[config.mk]
export PLATFORM = sky130hd
export DESIGN_NAME = swec_event_capture
export DESIGN_NICKNAME = d
export VERILOG_FILES = /design/src/verilog/swec_edge_detect.v /design/src/verilog/swec_silence_timer.v /design/src/verilog/swec_event_capture.v
export VERILOG_INCLUDE_DIRS = /design/src /design/src/verilog
export SDC_FILE = /design/constraint.sdc
export NUM_CORES = 1
export LEC_CHECK = 0
export ABC_AREA = 1
export BUFFER_PORTS_ARGS = -buffer_cell sky130_fd_sc_hd__buf_4
export CAP_MARGIN = 20
export CORE_ASPECT_RATIO = 1.2
export CORE_MARGIN = 5
export CORE_UTILIZATION = 25
export CTS_CLUSTER_DIAMETER = 60
export CTS_CLUSTER_SIZE = 30
export DETAILED_ROUTE_END_ITERATION = 10
export SLEW_MARGIN = 20
export SYNTH_ARGS = -nofsm -noshare
export SYNTH_HDL_FRONTEND = slang
export SYNTH_HIERARCHICAL = 1
export SYNTH_SLANG_ARGS = --single-unit
[constraint.sdc]
create_clock -name clk -period 2.3 [get_ports clk]
set_input_delay 0.46 -clock clk [delete_from_list [all_inputs] [get_ports clk]]
set_output_delay 0.46 -clock clk [all_outputs]
set_load 0.1 [all_outputs]
[src/verilog/swec_consts.vh]
// Operation
// RULE1 - An overvoltage on the auxiliary supply output sets bit 2 of the supply event flags.
// RULE2 - An undervoltage on the auxiliary supply output sets bit 1 of the supply event flags.
// RULE3 - A drop of the main regulator below its 90 % threshold while it is on sets bit 0.
// RULE4 - Main undervoltage is never captured in Sleep mode and ignores the reset threshold.
// RULE5 - A partial-network frame detection error sets bit 5 of the transceiver event flags.
// RULE6 - Bus silence for the timeout, with detection enabled after activity, sets bit 4.
// RULE7 - Transceiver off by bus-supply undervoltage in mode 01, or TXD clamped, sets bit 1; the code sets it only outside Sleep mode.
// RULE8 - A bus wake-up seen while the transceiver is offline sets bit 0 of its event flags.
// RULE9 - A rising edge on the wake pin sets bit 1 of the wake-pin event flags.
// RULE10 - A falling edge on the wake pin sets bit 0 of the wake-pin event flags.
// RULE11 - Writing one to a flag bit clears it and writing zero leaves it alone.
// RULE12 - Any pending supply, transceiver or wake-pin flag shows as a global summary bit.
// RULE13 - A Sleep command while any flag is pending sends the device to Reset mode instead.
// RULE14 - Flags stay set until cleared by the host, and reserved bits read as zero.
`ifndef SWEC_CONSTS_VH
`define SWEC_CONSTS_VH

// Register addresses
`define SWEC_ADDR_GLOBAL 7'h60
`define SWEC_ADDR_SUPPLY 7'h62
`define SWEC_ADDR_TRX 7'h63
`define SWEC_ADDR_WAKE 7'h64
`define SWEC_ADDR_SUPPLY_EN 7'h1c
`define SWEC_ADDR_TRX_EN 7'h23
`define SWEC_ADDR_WAKE_EN 7'h4c

// Supply flag positions
`define SWEC_BIT_AUX_OVER 2
`define SWEC_BIT_AUX_UNDER 1
`define SWEC_BIT_MAIN_UNDER 0
// Transceiver flag positions
`define SWEC_BIT_PN_ERR 5
`define SWEC_BIT_SILENCE 4
`define SWEC_BIT_CAN_FAIL 1
`define SWEC_BIT_CAN_WAKE 0
// Wake pin flag positions
`define SWEC_BIT_WAKE_RISE 1
`define SWEC_BIT_WAKE_FALL 0
// Global summary positions
`define SWEC_BIT_G_WAKE 3
`define SWEC_BIT_G_TRX 2
`define SWEC_BIT_G_SUPPLY 1
`define SWEC_BIT_G_SYS 0

// Implemented bits per register
`define SWEC_MASK_SUPPLY 8'h07
`define SWEC_MASK_TRX 8'h33
`define SWEC_MASK_WAKE 8'h03
`define SWEC_MASK_GLOBAL 8'h0f
`define SWEC_MASK_TRX_EN 8'h13

// Reset values
`define SWEC_RST_FLAGS 8'h00
`define SWEC_RST_ENABLES 8'h00
`define SWEC_RST_RDATA 8'h00

// Mode codes
`define SWEC_MODE_SLEEP 3'h1
`define SWEC_TRX_MODE_ACTIVE 2'h1

// Bus silence timeout
// Sized so the product fits the timer without truncation
`define SWEC_CLK_MHZ 24'd125
`define SWEC_T_SILENCE_US 24'd1000
`define SWEC_SILENCE_CYCLES (`SWEC_T_SILENCE_US * `SWEC_CLK_MHZ)
`define SWEC_TIMER_W 24

`endif

[src/verilog/swec_edge_detect.v]
`timescale 1ns/1ps
`include "swec_consts.vh"

module swec_edge_detect #(
    parameter W = 1
) (
    // Clock and reset
    input wire clk,
    input wire rst_n,
    // Sampled levels
    input wire [W-1:0] level,
    // One-cycle edge pulses
    output wire [W-1:0] rise,
    output wire [W-1:0] fall
);
    reg armed;
    reg [W-1:0] prev;

    // No edge on the first sample, a high level at reset is not an event
    always @(posedge clk) begin
        if (!rst_n) begin
            armed <= 1'b0;
        end else begin
            armed <= 1'b1;
        end
    end

    genvar i;
    generate
        for (i = 0; i < W; i = i + 1) begin : g_bit
            always @(posedge clk) begin
                if (!rst_n) begin
                    prev[i] <= 1'b0;
                end else begin
                    prev[i] <= level[i];
                end
            end
            assign rise[i] = armed & level[i] & ~prev[i];
            assign fall[i] = armed & ~level[i] & prev[i];
        end
    endgenerate
endmodule // swec_edge_detect

[src/verilog/swec_silence_timer.v]
`timescale 1ns/1ps
`include "swec_consts.vh"

module swec_silence_timer #(
    parameter [`SWEC_TIMER_W-1:0] CYCLES = `SWEC_SILENCE_CYCLES
) (
    // Clock and reset
    input wire clk,
    input wire rst_n,
    // Control
    input wire enable,
    input wire activity,
    // One-cycle timeout pulse
    output reg timeout
);
    reg was_active;
    reg [`SWEC_TIMER_W-1:0] count;

    // Only a bus that was active can fall silent; one pulse per silence
    always @(posedge clk) begin
        if (!rst_n) begin
            was_active <= 1'b0;
            count <= {`SWEC_TIMER_W{1'b0}};
            timeout <= 1'b0;
        end else begin
            timeout <= 1'b0;
            if (!enable) begin
                was_active <= 1'b0;
                count <= {`SWEC_TIMER_W{1'b0}};
            end else if (activity) begin
                was_active <= 1'b1;
                count <= {`SWEC_TIMER_W{1'b0}};
            end else if (was_active) begin
                if (count == CYCLES - 1'b1) begin
                    timeout <= 1'b1; // RULE6
                    was_active <= 1'b0;
                    count <= {`SWEC_TIMER_W{1'b0}};
                end else begin
                    count <= count + 1'b1;
                end
            end
        end
    end
endmodule // swec_silence_timer

[src/verilog/swec_event_capture.v]
`timescale 1ns/1ps
`include "swec_consts.vh"

module swec_event_capture #(
    parameter [`SWEC_TIMER_W-1:0] SILENCE_CYCLES = `SWEC_SILENCE_CYCLES
) (
    // Clock and reset
    input wire clk,
    input wire rst_n,

    // Register port from the SPI decoder
    input wire [6:0] reg_addr,
    input wire reg_wr,
    input wire reg_rd,
    input wire [7:0] reg_wdata,
    output reg [7:0] reg_rdata,

    // Mode control
    input wire [2:0] device_mode_code,
    input wire mode_wr,
    input wire [2:0] mode_wdata,
    output reg sleep_go,
    output reg reset_go,

    // Supply detectors
    input wire aux_over_det,
    input wire aux_under_det,
    input wire main_under_det,

    // Transceiver detectors
    input wire pn_frame_err_det,
    input wire bus_activity,
    input wire [1:0] transceiver_mode_code,
    input wire vcan_under_off,
    input wire txd_dom_clamp,
    input wire can_wake_det,
    input wire trx_offline,

    // Local wake pin
    input wire wake_pin,

    // System events held elsewhere
    input wire sys_event_pending,

    // Summary
    output wire event_pending
);
    reg [7:0] supply_event_flags;
    reg [7:0] transceiver_event_flags;
    reg [7:0] wake_pin_event_flags;
    reg [7:0] supply_capture_enable;
    reg [7:0] trx_capture_enable;
    reg [7:0] wake_capture_enable;

    reg [7:0] next_supply;
    reg [7:0] next_trx;
    reg [7:0] next_wake;
    reg [7:0] supply_set;
    reg [7:0] trx_set;
    reg [7:0] wake_set;
    reg [7:0] supply_clr;
    reg [7:0] trx_clr;
    reg [7:0] wake_clr;
    reg [7:0] next_rdata;

    wire in_sleep;
    wire bus_silence_enable;
    wire can_fail_cond;
    wire [5:0] cond_level;
    wire [5:0] cond_rise;
    wire wake_rise;
    wire wake_fall;
    wire silence_timeout;
    wire [7:0] global_flags;

    // Main regulator is off in Sleep, so its detector output is meaningless there
    assign in_sleep = (device_mode_code == `SWEC_MODE_SLEEP);

    assign bus_silence_enable = trx_capture_enable[`SWEC_BIT_SILENCE];

    // Undervoltage deactivation only counts while the transceiver was meant to be active
    assign can_fail_cond = ((transceiver_mode_code == `SWEC_TRX_MODE_ACTIVE) &
                            vcan_under_off) | txd_dom_clamp; // RULE7

    // Detector levels, each captured once per assertion
    assign cond_level[0] = aux_over_det;
    assign cond_level[1] = aux_under_det;
    assign cond_level[2] = main_under_det & ~in_sleep; // RULE4
    assign cond_level[3] = pn_frame_err_det;
    assign cond_level[4] = can_fail_cond & ~in_sleep; // RULE7
    assign cond_level[5] = can_wake_det & trx_offline; // RULE8

    swec_edge_detect #(
        .W(6)
    ) u_cond_edge (
        .clk(clk),
        .rst_n(rst_n),
        .level(cond_level),
        .rise(cond_rise),
        .fall()
    );

    swec_edge_detect #(
        .W(1)
    ) u_wake_edge (
        .clk(clk),
        .rst_n(rst_n),
        .level(wake_pin),
        .rise(wake_rise),
        .fall(wake_fall)
    );

    swec_silence_timer #(
        .CYCLES(SILENCE_CYCLES)
    ) u_silence (
        .clk(clk),
        .rst_n(rst_n),
        .enable(bus_silence_enable),
        .activity(bus_activity),
        .timeout(silence_timeout)
    );

    // Set vectors, gated by the capture enables except the frame error bit
    always @* begin
        supply_set = 8'h00;
        trx_set = 8'h00;
        wake_set = 8'h00;
        supply_set[`SWEC_BIT_AUX_OVER] = cond_rise[0] &
            supply_capture_enable[`SWEC_BIT_AUX_OVER]; // RULE1
        supply_set[`SWEC_BIT_AUX_UNDER] = cond_rise[1] &
            supply_capture_enable[`SWEC_BIT_AUX_UNDER]; // RULE2
        // Fixed 90 % detector; the reset threshold selection is not involved
        supply_set[`SWEC_BIT_MAIN_UNDER] = cond_rise[2] &
            supply_capture_enable[`SWEC_BIT_MAIN_UNDER]; // RULE3
        // Frame detection errors have no enable bit of their own
        trx_set[`SWEC_BIT_PN_ERR] = cond_rise[3]; // RULE5
        trx_set[`SWEC_BIT_SILENCE] = silence_timeout & bus_silence_enable; // RULE6
        trx_set[`SWEC_BIT_CAN_FAIL] = cond_rise[4] &
            trx_capture_enable[`SWEC_BIT_CAN_FAIL]; // RULE7
        trx_set[`SWEC_BIT_CAN_WAKE] = cond_rise[5] &
            trx_capture_enable[`SWEC_BIT_CAN_WAKE]; // RULE8
        wake_set[`SWEC_BIT_WAKE_RISE] = wake_rise &
            wake_capture_enable[`SWEC_BIT_WAKE_RISE]; // RULE9
        wake_set[`SWEC_BIT_WAKE_FALL] = wake_fall &
            wake_capture_enable[`SWEC_BIT_WAKE_FALL]; // RULE10
    end

    // Write-one-to-clear masks
    always @* begin
        supply_clr = 8'h00;
        trx_clr = 8'h00;
        wake_clr = 8'h00;
        if (reg_wr) begin
            case (reg_addr)
                `SWEC_ADDR_SUPPLY: begin
                    supply_clr = reg_wdata; // RULE11
                end
                `SWEC_ADDR_TRX: begin
                    trx_clr = reg_wdata; // RULE11
                end
                `SWEC_ADDR_WAKE: begin
                    wake_clr = reg_wdata; // RULE11
                end
                // Global summary is read only, writes to it drop
                `SWEC_ADDR_GLOBAL: begin
                    supply_clr = 8'h00;
                end
                default: begin
                    supply_clr = 8'h00;
                end
            endcase
        end
    end

    // A set in the same cycle as its clear wins, so no event is lost
    always @* begin
        next_supply = ((supply_event_flags & ~supply_clr) | supply_set) &
                      `SWEC_MASK_SUPPLY; // RULE14
        next_trx = ((transceiver_event_flags & ~trx_clr) | trx_set) &
                   `SWEC_MASK_TRX; // RULE14
        next_wake = ((wake_pin_event_flags & ~wake_clr) | wake_set) &
                    `SWEC_MASK_WAKE; // RULE14
    end

    always @(posedge clk) begin
        if (!rst_n) begin
            supply_event_flags <= `SWEC_RST_FLAGS;
            transceiver_event_flags <= `SWEC_RST_FLAGS;
            wake_pin_event_flags <= `SWEC_RST_FLAGS;
        end else begin
            supply_event_flags <= next_supply;
            transceiver_event_flags <= next_trx;
            wake_pin_event_flags <= next_wake;
        end
    end

    // Capture enable registers
    always @(posedge clk) begin
        if (!rst_n) begin
            supply_capture_enable <= `SWEC_RST_ENABLES;
            trx_capture_enable <= `SWEC_RST_ENABLES;
            wake_capture_enable <= `SWEC_RST_ENABLES;
        end else if (reg_wr) begin
            case (reg_addr)
                `SWEC_ADDR_SUPPLY_EN: begin
                    supply_capture_enable <= reg_wdata & `SWEC_MASK_SUPPLY;
                end
                `SWEC_ADDR_TRX_EN: begin
                    trx_capture_enable <= reg_wdata & `SWEC_MASK_TRX_EN;
                end
                `SWEC_ADDR_WAKE_EN: begin
                    wake_capture_enable <= reg_wdata & `SWEC_MASK_WAKE;
                end
                `SWEC_ADDR_GLOBAL: begin
                    supply_capture_enable <= supply_capture_enable;
                end
                default: begin
                    wake_capture_enable <= wake_capture_enable;
                end
            endcase
        end
    end

    // Global summary, read only
    assign global_flags[7:4] = 4'h0;
    assign global_flags[`SWEC_BIT_G_WAKE] = |wake_pin_event_flags; // RULE12
    assign global_flags[`SWEC_BIT_G_TRX] = |transceiver_event_flags; // RULE12
    assign global_flags[`SWEC_BIT_G_SUPPLY] = |supply_event_flags; // RULE12
    assign global_flags[`SWEC_BIT_G_SYS] = sys_event_pending;

    assign event_pending = |global_flags; // RULE12

    // Read mux; unmapped addresses read zero
    always @* begin
        case (reg_addr)
            `SWEC_ADDR_GLOBAL: begin
                next_rdata = global_flags;
            end
            `SWEC_ADDR_SUPPLY: begin
                next_rdata = supply_event_flags; // RULE14
            end
            `SWEC_ADDR_TRX: begin
                next_rdata = transceiver_event_flags; // RULE14
            end
            `SWEC_ADDR_WAKE: begin
                next_rdata = wake_pin_event_flags; // RULE14
            end
            `SWEC_ADDR_SUPPLY_EN: begin
                next_rdata = supply_capture_enable;
            end
            `SWEC_ADDR_TRX_EN: begin
                next_rdata = trx_capture_enable;
            end
            `SWEC_ADDR_WAKE_EN: begin
                next_rdata = wake_capture_enable;
            end
            default: begin
                next_rdata = 8'h00;
            end
        endcase
    end

    // Read data holds until the next read
    always @(posedge clk) begin
        if (!rst_n) begin
            reg_rdata <= `SWEC_RST_RDATA;
        end else if (reg_rd) begin
            reg_rdata <= next_rdata;
        end
    end

    // Sleep request: any pending flag, system ones included, forces Reset
    always @(posedge clk) begin
        if (!rst_n) begin
            sleep_go <= 1'b0;
            reset_go <= 1'b0;
        end else begin
            sleep_go <= 1'b0;
            reset_go <= 1'b0;
            if (mode_wr && mode_wdata == `SWEC_MODE_SLEEP) begin
                if (event_pending) begin
                    reset_go <= 1'b1; // RULE13
                end else begin
                    sleep_go <= 1'b1; // RULE13
                end
            end
        end
    end
endmodule // swec_event_capture

==> impl_metrics.json, run 1 <==
{
  "start_util_pct": 25.3,
  "fillerInstances": 1274,
  "crit_path_top_delay_cell": "nor4_1",
  "yosys_warnings": 6,
  "pin_count": 50,
  "port_buffers": 44,
  "die_h_um": 131,
  "worst_hold_slack_ps": 334,
  "fmax_ghz": 0.484,
  "vias_per_cell": 4.34,
  "insertion_delay_ps": 320,
  "drive_gt1_share_pct": 17.2,
  "cts_hold_buffers": 0,
  "cts_made_buffers": 9,
  "die_w_um": 111,
  "crit_buf_inv": 3,
  "drtAntennaViolNets": 0,
  "fin_cells": 673,
  "critical-path-top-delay-family": "simple AND/OR/NAND/NOR gates",
  "place_congestion": 0.897,
  "grt_first_pass_wirelength_um": 12800,
  "power.density_nw_per_um2": 657,
  "die_area_um2": 14500,
  "cts_sinks": 60,
  "worst_setup_path_end_kind": "output port",
  "clock_skew_ps": 7.78,
  "grt_max_degree": 20,
  "p_leak_uw": 0.00157,
  "tightest_slew_ps": 510,
  "cts_resized": 0,
  "cts_setup_buffers": 0,
  "cts_tree": "yes",
  "cts_root_buf": "clkbuf_16",
  "power_uw": 2520,
  "final_util_pct": 31.8,
  "fin_crit_sh_pct": 89.9,
  "routed-via-count": 2924,
  "nNetsFinal": 548,
  "path_cells": "nor2_1, inv_1, nor4_1, inv_1, buf_4",
  "syn2layout_area_growth_pct": 25.7,
  "gr-total-overflow": 0,
  "htreeDepth": 3,
  "dp.cells": 658,
  "syn_inst": 459,
  "cp_common_cell": "inv_1",
  "final.setup.tns_ps": 0,
  "drv_slew": 0,
  "num_antenna_cells": 0,
  "status": "finished clean",
  "cts_buffer_depth": 2,
  "maxSlewHeadroom_pct": 65.8,
  "cp.required_ps": 1840,
  "slowest_delay_ps": 420,
  "critPathMaxFanout": 3,
  "min_period_ps": 2070,
  "drc": 0,
  "dp_hpwl_um": 5810,
  "syn-cell-area_um2": 3050,
  "multi_input_area_um2": 1570,
  "drt_wl_total_um": 7540,
  "drt_pass1_iterations": 4,
  "hold_class": "in2reg",
  "seq_area_um2": 1200,
  "grt_pass1_vias": 2778,
  "hold_viol": 0,
  "antenna_found_initial": 0,
  "grt_util_all_layers_pct": 10.9,
  "drv_cap": 0,
  "drt_iter0_markers": 159,
  "core_um2": 12100,
  "synth_area_per_cell_um2": 6.65,
  "routedWlPerCell_um": 11.2,
  "cts.clk_slew.worst_paths_ps": 50,
  "start_kind": "register",
  "rsz0062_at_grt": "false",
  "worstPathArrival_ps": 1610,
  "path_class": "reg2out",
  "finalSetupViolCount": 0,
  "ir_worst_vdd_mv": 0.282,
  "rows": 44
}
-- path summary, 6_finish.rpt --
check | startpoint | to | slack (ps) | cells past startpoint
hold / removal | pn_frame_err_det | u_cond_edge/prev[3] | 330 | 3
setup / recovery | wake_pin_event_flags[1] | event_pending | 230 | 5
hold reg to reg | u_silence/timeout | transceiver_event_flags[4] | 450 | 2
setup reg to reg | u_silence/count[0] | u_silence/count[18] | 820 | 9
-- layer usage --
metal,GRT usage [%],routed length (um),up-vias
met4,4.06,163,0
met5,0,0,-
met2,18.7,3610,71
li1,-,-,1539
met3,4.10,421,12
met1,12.4,3350,1302
-- worst register-to-register path: stages, from the launching register on --
cell and delay, ps:
dfxtp_1 370, ha_1 220, nand2_1 80, nor2_2 160, nand2_2 110, nor2_2 140, nand2_2 90, o21ai_2 120
nand2_1 60, nor2_1 70
-- final cells by class --
type | count | share of cell area (%)
Clock buffer | 13 | 6.52
Tap cell | 161 | 5.25
Timing Repair Buffer | 47 | 9.20
Sequential cell | 60 | 31.3
Multi-Input combinational cell | 330 | 40.9
Inverter | 60 | 5.87
Clock inverter | 2 | 0.913
-- state kept, by name, summed over array words and instances (netlist names) --
signal,count
u_silence/timeout,1
u_wake_edge/prev,1
wake_capture_enable,2
u_silence/was_active,1
transceiver_event_flags,4
u_cond_edge/armed,1
u_wake_edge/armed,1
trx_capture_enable,3
reset_go,1
sleep_go,1
wake_pin_event_flags,2
supply_capture_enable,3
supply_event_flags,3
reg_rdata,6
u_cond_edge/prev,6
u_silence/count,24
-- cell usage in the layout, fill, tap and decap left out, types with 4 or more instances in the layout --
master and instances:
nand2_1 120, nor2_1 70, dfxtp_1 60, inv_1 54, buf_4 47, nand3_1 38, a21oi_1 23, o21ai_0 14
nand4_1 12, nor2_2 9, clkbuf_16 9, xor2_1 8, nor3_1 6, nor2_4 5, nand2_2 5, xnor2_1 4
-- power breakdown --
group / total, uW / switching [uW] / internal (uW)
Sequential: 1060 / 5.76 / 1050
Clock: 1300 / 441 / 859
Combinational: 162 / 102 / 60.2
Total: 2520 / 548 / 1970
-- through the flow --
| step | instance area [um2] | worst slack, ps |
|---|---|---|
| 4_1_cts | 3840 | 173 |
| 3_5_place_dp | 3550 | 432 |
| 3_3_place_gp | 3550 | 462 |
| 6_report | 3840 | 233 |
| 2_1_floorplan | 3060 | 611 |
| 5_1_grt | 3840 | 129 |
Power figures use the tool's default switching activity.
==> inputs of run 2 (changes only) <==
Settings changed: MAX_ROUTING_LAYER from default to met4, REMOVE_ABC_BUFFERS from default to 1.
==> run 2 against run 1 <==
  * Worst hold slack worse by 17 ps
  * Via count is 0.96% higher
  * Non-clock buffer count shrank 1
  * Sequential power is essentially flat
  * Worst setup slack better by 76 ps
  * Utilization down 0.062 points
  * Critical path depth is the same
  * Sequential share of layout area up 0.061 points
  * Die area unchanged
  * Clock skew rose by 0.62 ps
  * Clock power is essentially flat
  * Largest power group unchanged
==> impl_metrics.json, run 2 (synthesized netlist as in run 1, its figures left out) <==
{
  "fillerInstances": 1315,
  "drive_gt1_share_pct": 17.8,
  "final_cell_mix": "nand2_1 (120), nor2_1 (70), dfxtp_1 (60)",
  "pin_count": 50,
  "largestRegisters": "u_silence/count (24), reg_rdata (6), u_cond_edge/prev (6)",
  "seq_area_um2": 1200,
  "grt_pass1_vias": 2776,
  "drv_slew": 0,
  "gr-total-overflow": 0,
  "grt_util_all_layers_pct": 11.3,
  "die_area_um2": 14500,
  "drtAntennaViolNets": 0,
  "syn2layout_area_growth_pct": 25.5,
  "insertion_delay_ps": 340,
  "largest_reg_flops": 24,
  "cts_tree": "yes",
  "drc": 0,
  "slowest_delay_ps": 350,
  "place_congestion": 0.934,
  "nNetsFinal": 547,
  "start_kind": "register",
  "largest_register": "u_silence/count",
  "cp.required_ps": 1840,
  "rsz0062_at_grt": "false",
  "min_period_ps": 1990,
  "rows": 44,
  "dp_hpwl_um": 5920,
  "final_common_cell": "nand2_1",
  "grt_first_pass_wirelength_um": 12700,
  "routed-via-count": 2952,
  "crit_path_top_delay_cell": "nor4_1",
  "cts_hold_buffers": 0,
  "die_h_um": 131,
  "status": "finished clean",
  "drt_wl_total_um": 7670,
  "cts_root_buf": "clkbuf_16",
  "worstPathArrival_ps": 1530,
  "port_buffers": 44,
  "path_class": "reg2out",
  "power.density_nw_per_um2": 649,
  "worst_hold_slack_ps": 317,
  "hold_class": "in2reg",
  "drv_cap": 0,
  "antenna_found_initial": 0,
  "cts_sinks": 60,
  "cts.clk_slew.worst_paths_ps": 60,
  "cts_setup_buffers": 0,
  "path_cells": "nor2_1, inv_1, nor4_1, inv_1, buf_4",
  "cts_made_buffers": 9,
  "tightest_slew_ps": 494,
  "fin_crit_sh_pct": 86.6,
  "critPathMaxFanout": 3,
  "vias_per_cell": 4.39,
  "p_leak_uw": 0.00156,
  "finalSetupViolCount": 0,
  "start_util_pct": 25.3,
  "htreeDepth": 3,
  "cts_resized": 0,
  "clock_skew_ps": 8.40,
  "ir_worst_vdd_mv": 0.252,
  "core_um2": 12100,
  "grt_max_degree": 26,
  "multi_input_area_um2": 1570,
  "die_w_um": 111,
  "num_antenna_cells": 0,
  "hold_viol": 0,
  "drt_iter0_markers": 175,
  "maxSlewHeadroom_pct": 66.9,
  "fmax_ghz": 0.502,
  "cts_buffer_depth": 2,
  "drt_pass1_iterations": 4,
  "routedWlPerCell_um": 11.4,
  "worst_setup_path_end_kind": "output port",
  "cp_common_cell": "inv_1",
  "final.setup.tns_ps": 0
}
==> run 2: cell count changes in the layout (fill, tap and decap cells not counted) <==
cell        before  now
inv_6            0    2
clkbuf_1         3    0
clkinv_4         0    4
clkinvlp_4       0    1
clkbuf_8         1    0
clkinv_2         1    0
buf_4           47   46
bufinv_16        1    0
==> run 2: worst paths after layout <==
| kind | start | endpoint | slack, ps | depth (start not counted) |
|---|---|---|---|---|
| hold / removal | pn_frame_err_det | u_cond_edge/prev[3] | 320 | 3 |
| hold reg to reg | trx_capture_enable[0] | trx_capture_enable[0] | 460 | 2 |
| setup / recovery | wake_pin_event_flags[1] | event_pending | 310 | 5 |
| setup reg to reg | u_silence/count[0] | u_silence/count[12] | 820 | 8 |
==> run 2: layer usage <==
layer	up-vias	track usage (%)	wire, um
li1	1543	-	-
met1	1321	12.3	3300
met2	72	19.3	3780
met3	16	2.49	390
met4	0	6.45	204
met5	-	-	0
==> run 2: cell type report <==
class / count / area share [%]
inverter: 60 / 5.88
clock inverter: 7 / 1.57
multi-input combinational: 330 / 41.0
clock buffer: 9 / 5.88
tap: 161 / 5.26
timing repair buffer: 46 / 9.02
sequential: 60 / 31.4
==> run 2: critical path: cells and delay by family, from the launching register on <==
kind | cells | cell delay [ps]
buffers and inverters | 3 | 410
DFF | 1 | 320
and+or+nand+nor | 2 | 460
==> run 2: per-stage QoR <==
step / instances / utilization [%] / total power [uW] / setup WS, ps / instance area, um2
after floorplan: 450 / - / 1160 / 611 / 3000
after global placement: 657 / 29.4 / 1240 / 549 / 3540
after detailed placement: 657 / 29.4 / 1240 / 546 / 3540
after CTS: 673 / 31.8 / 2520 / 283 / 3830
after global routing: 673 / 31.8 / 2580 / 128 / 3830
final: 673 / 31.8 / 2480 / 309 / 3830
==> run 2: power breakdown <==
part	internal [uW]	switching (uW)	leakage [uW]
combinational	60.3	102	0.000942
clock	742	524	0.000137
sequential	1050	5.27	0.000486
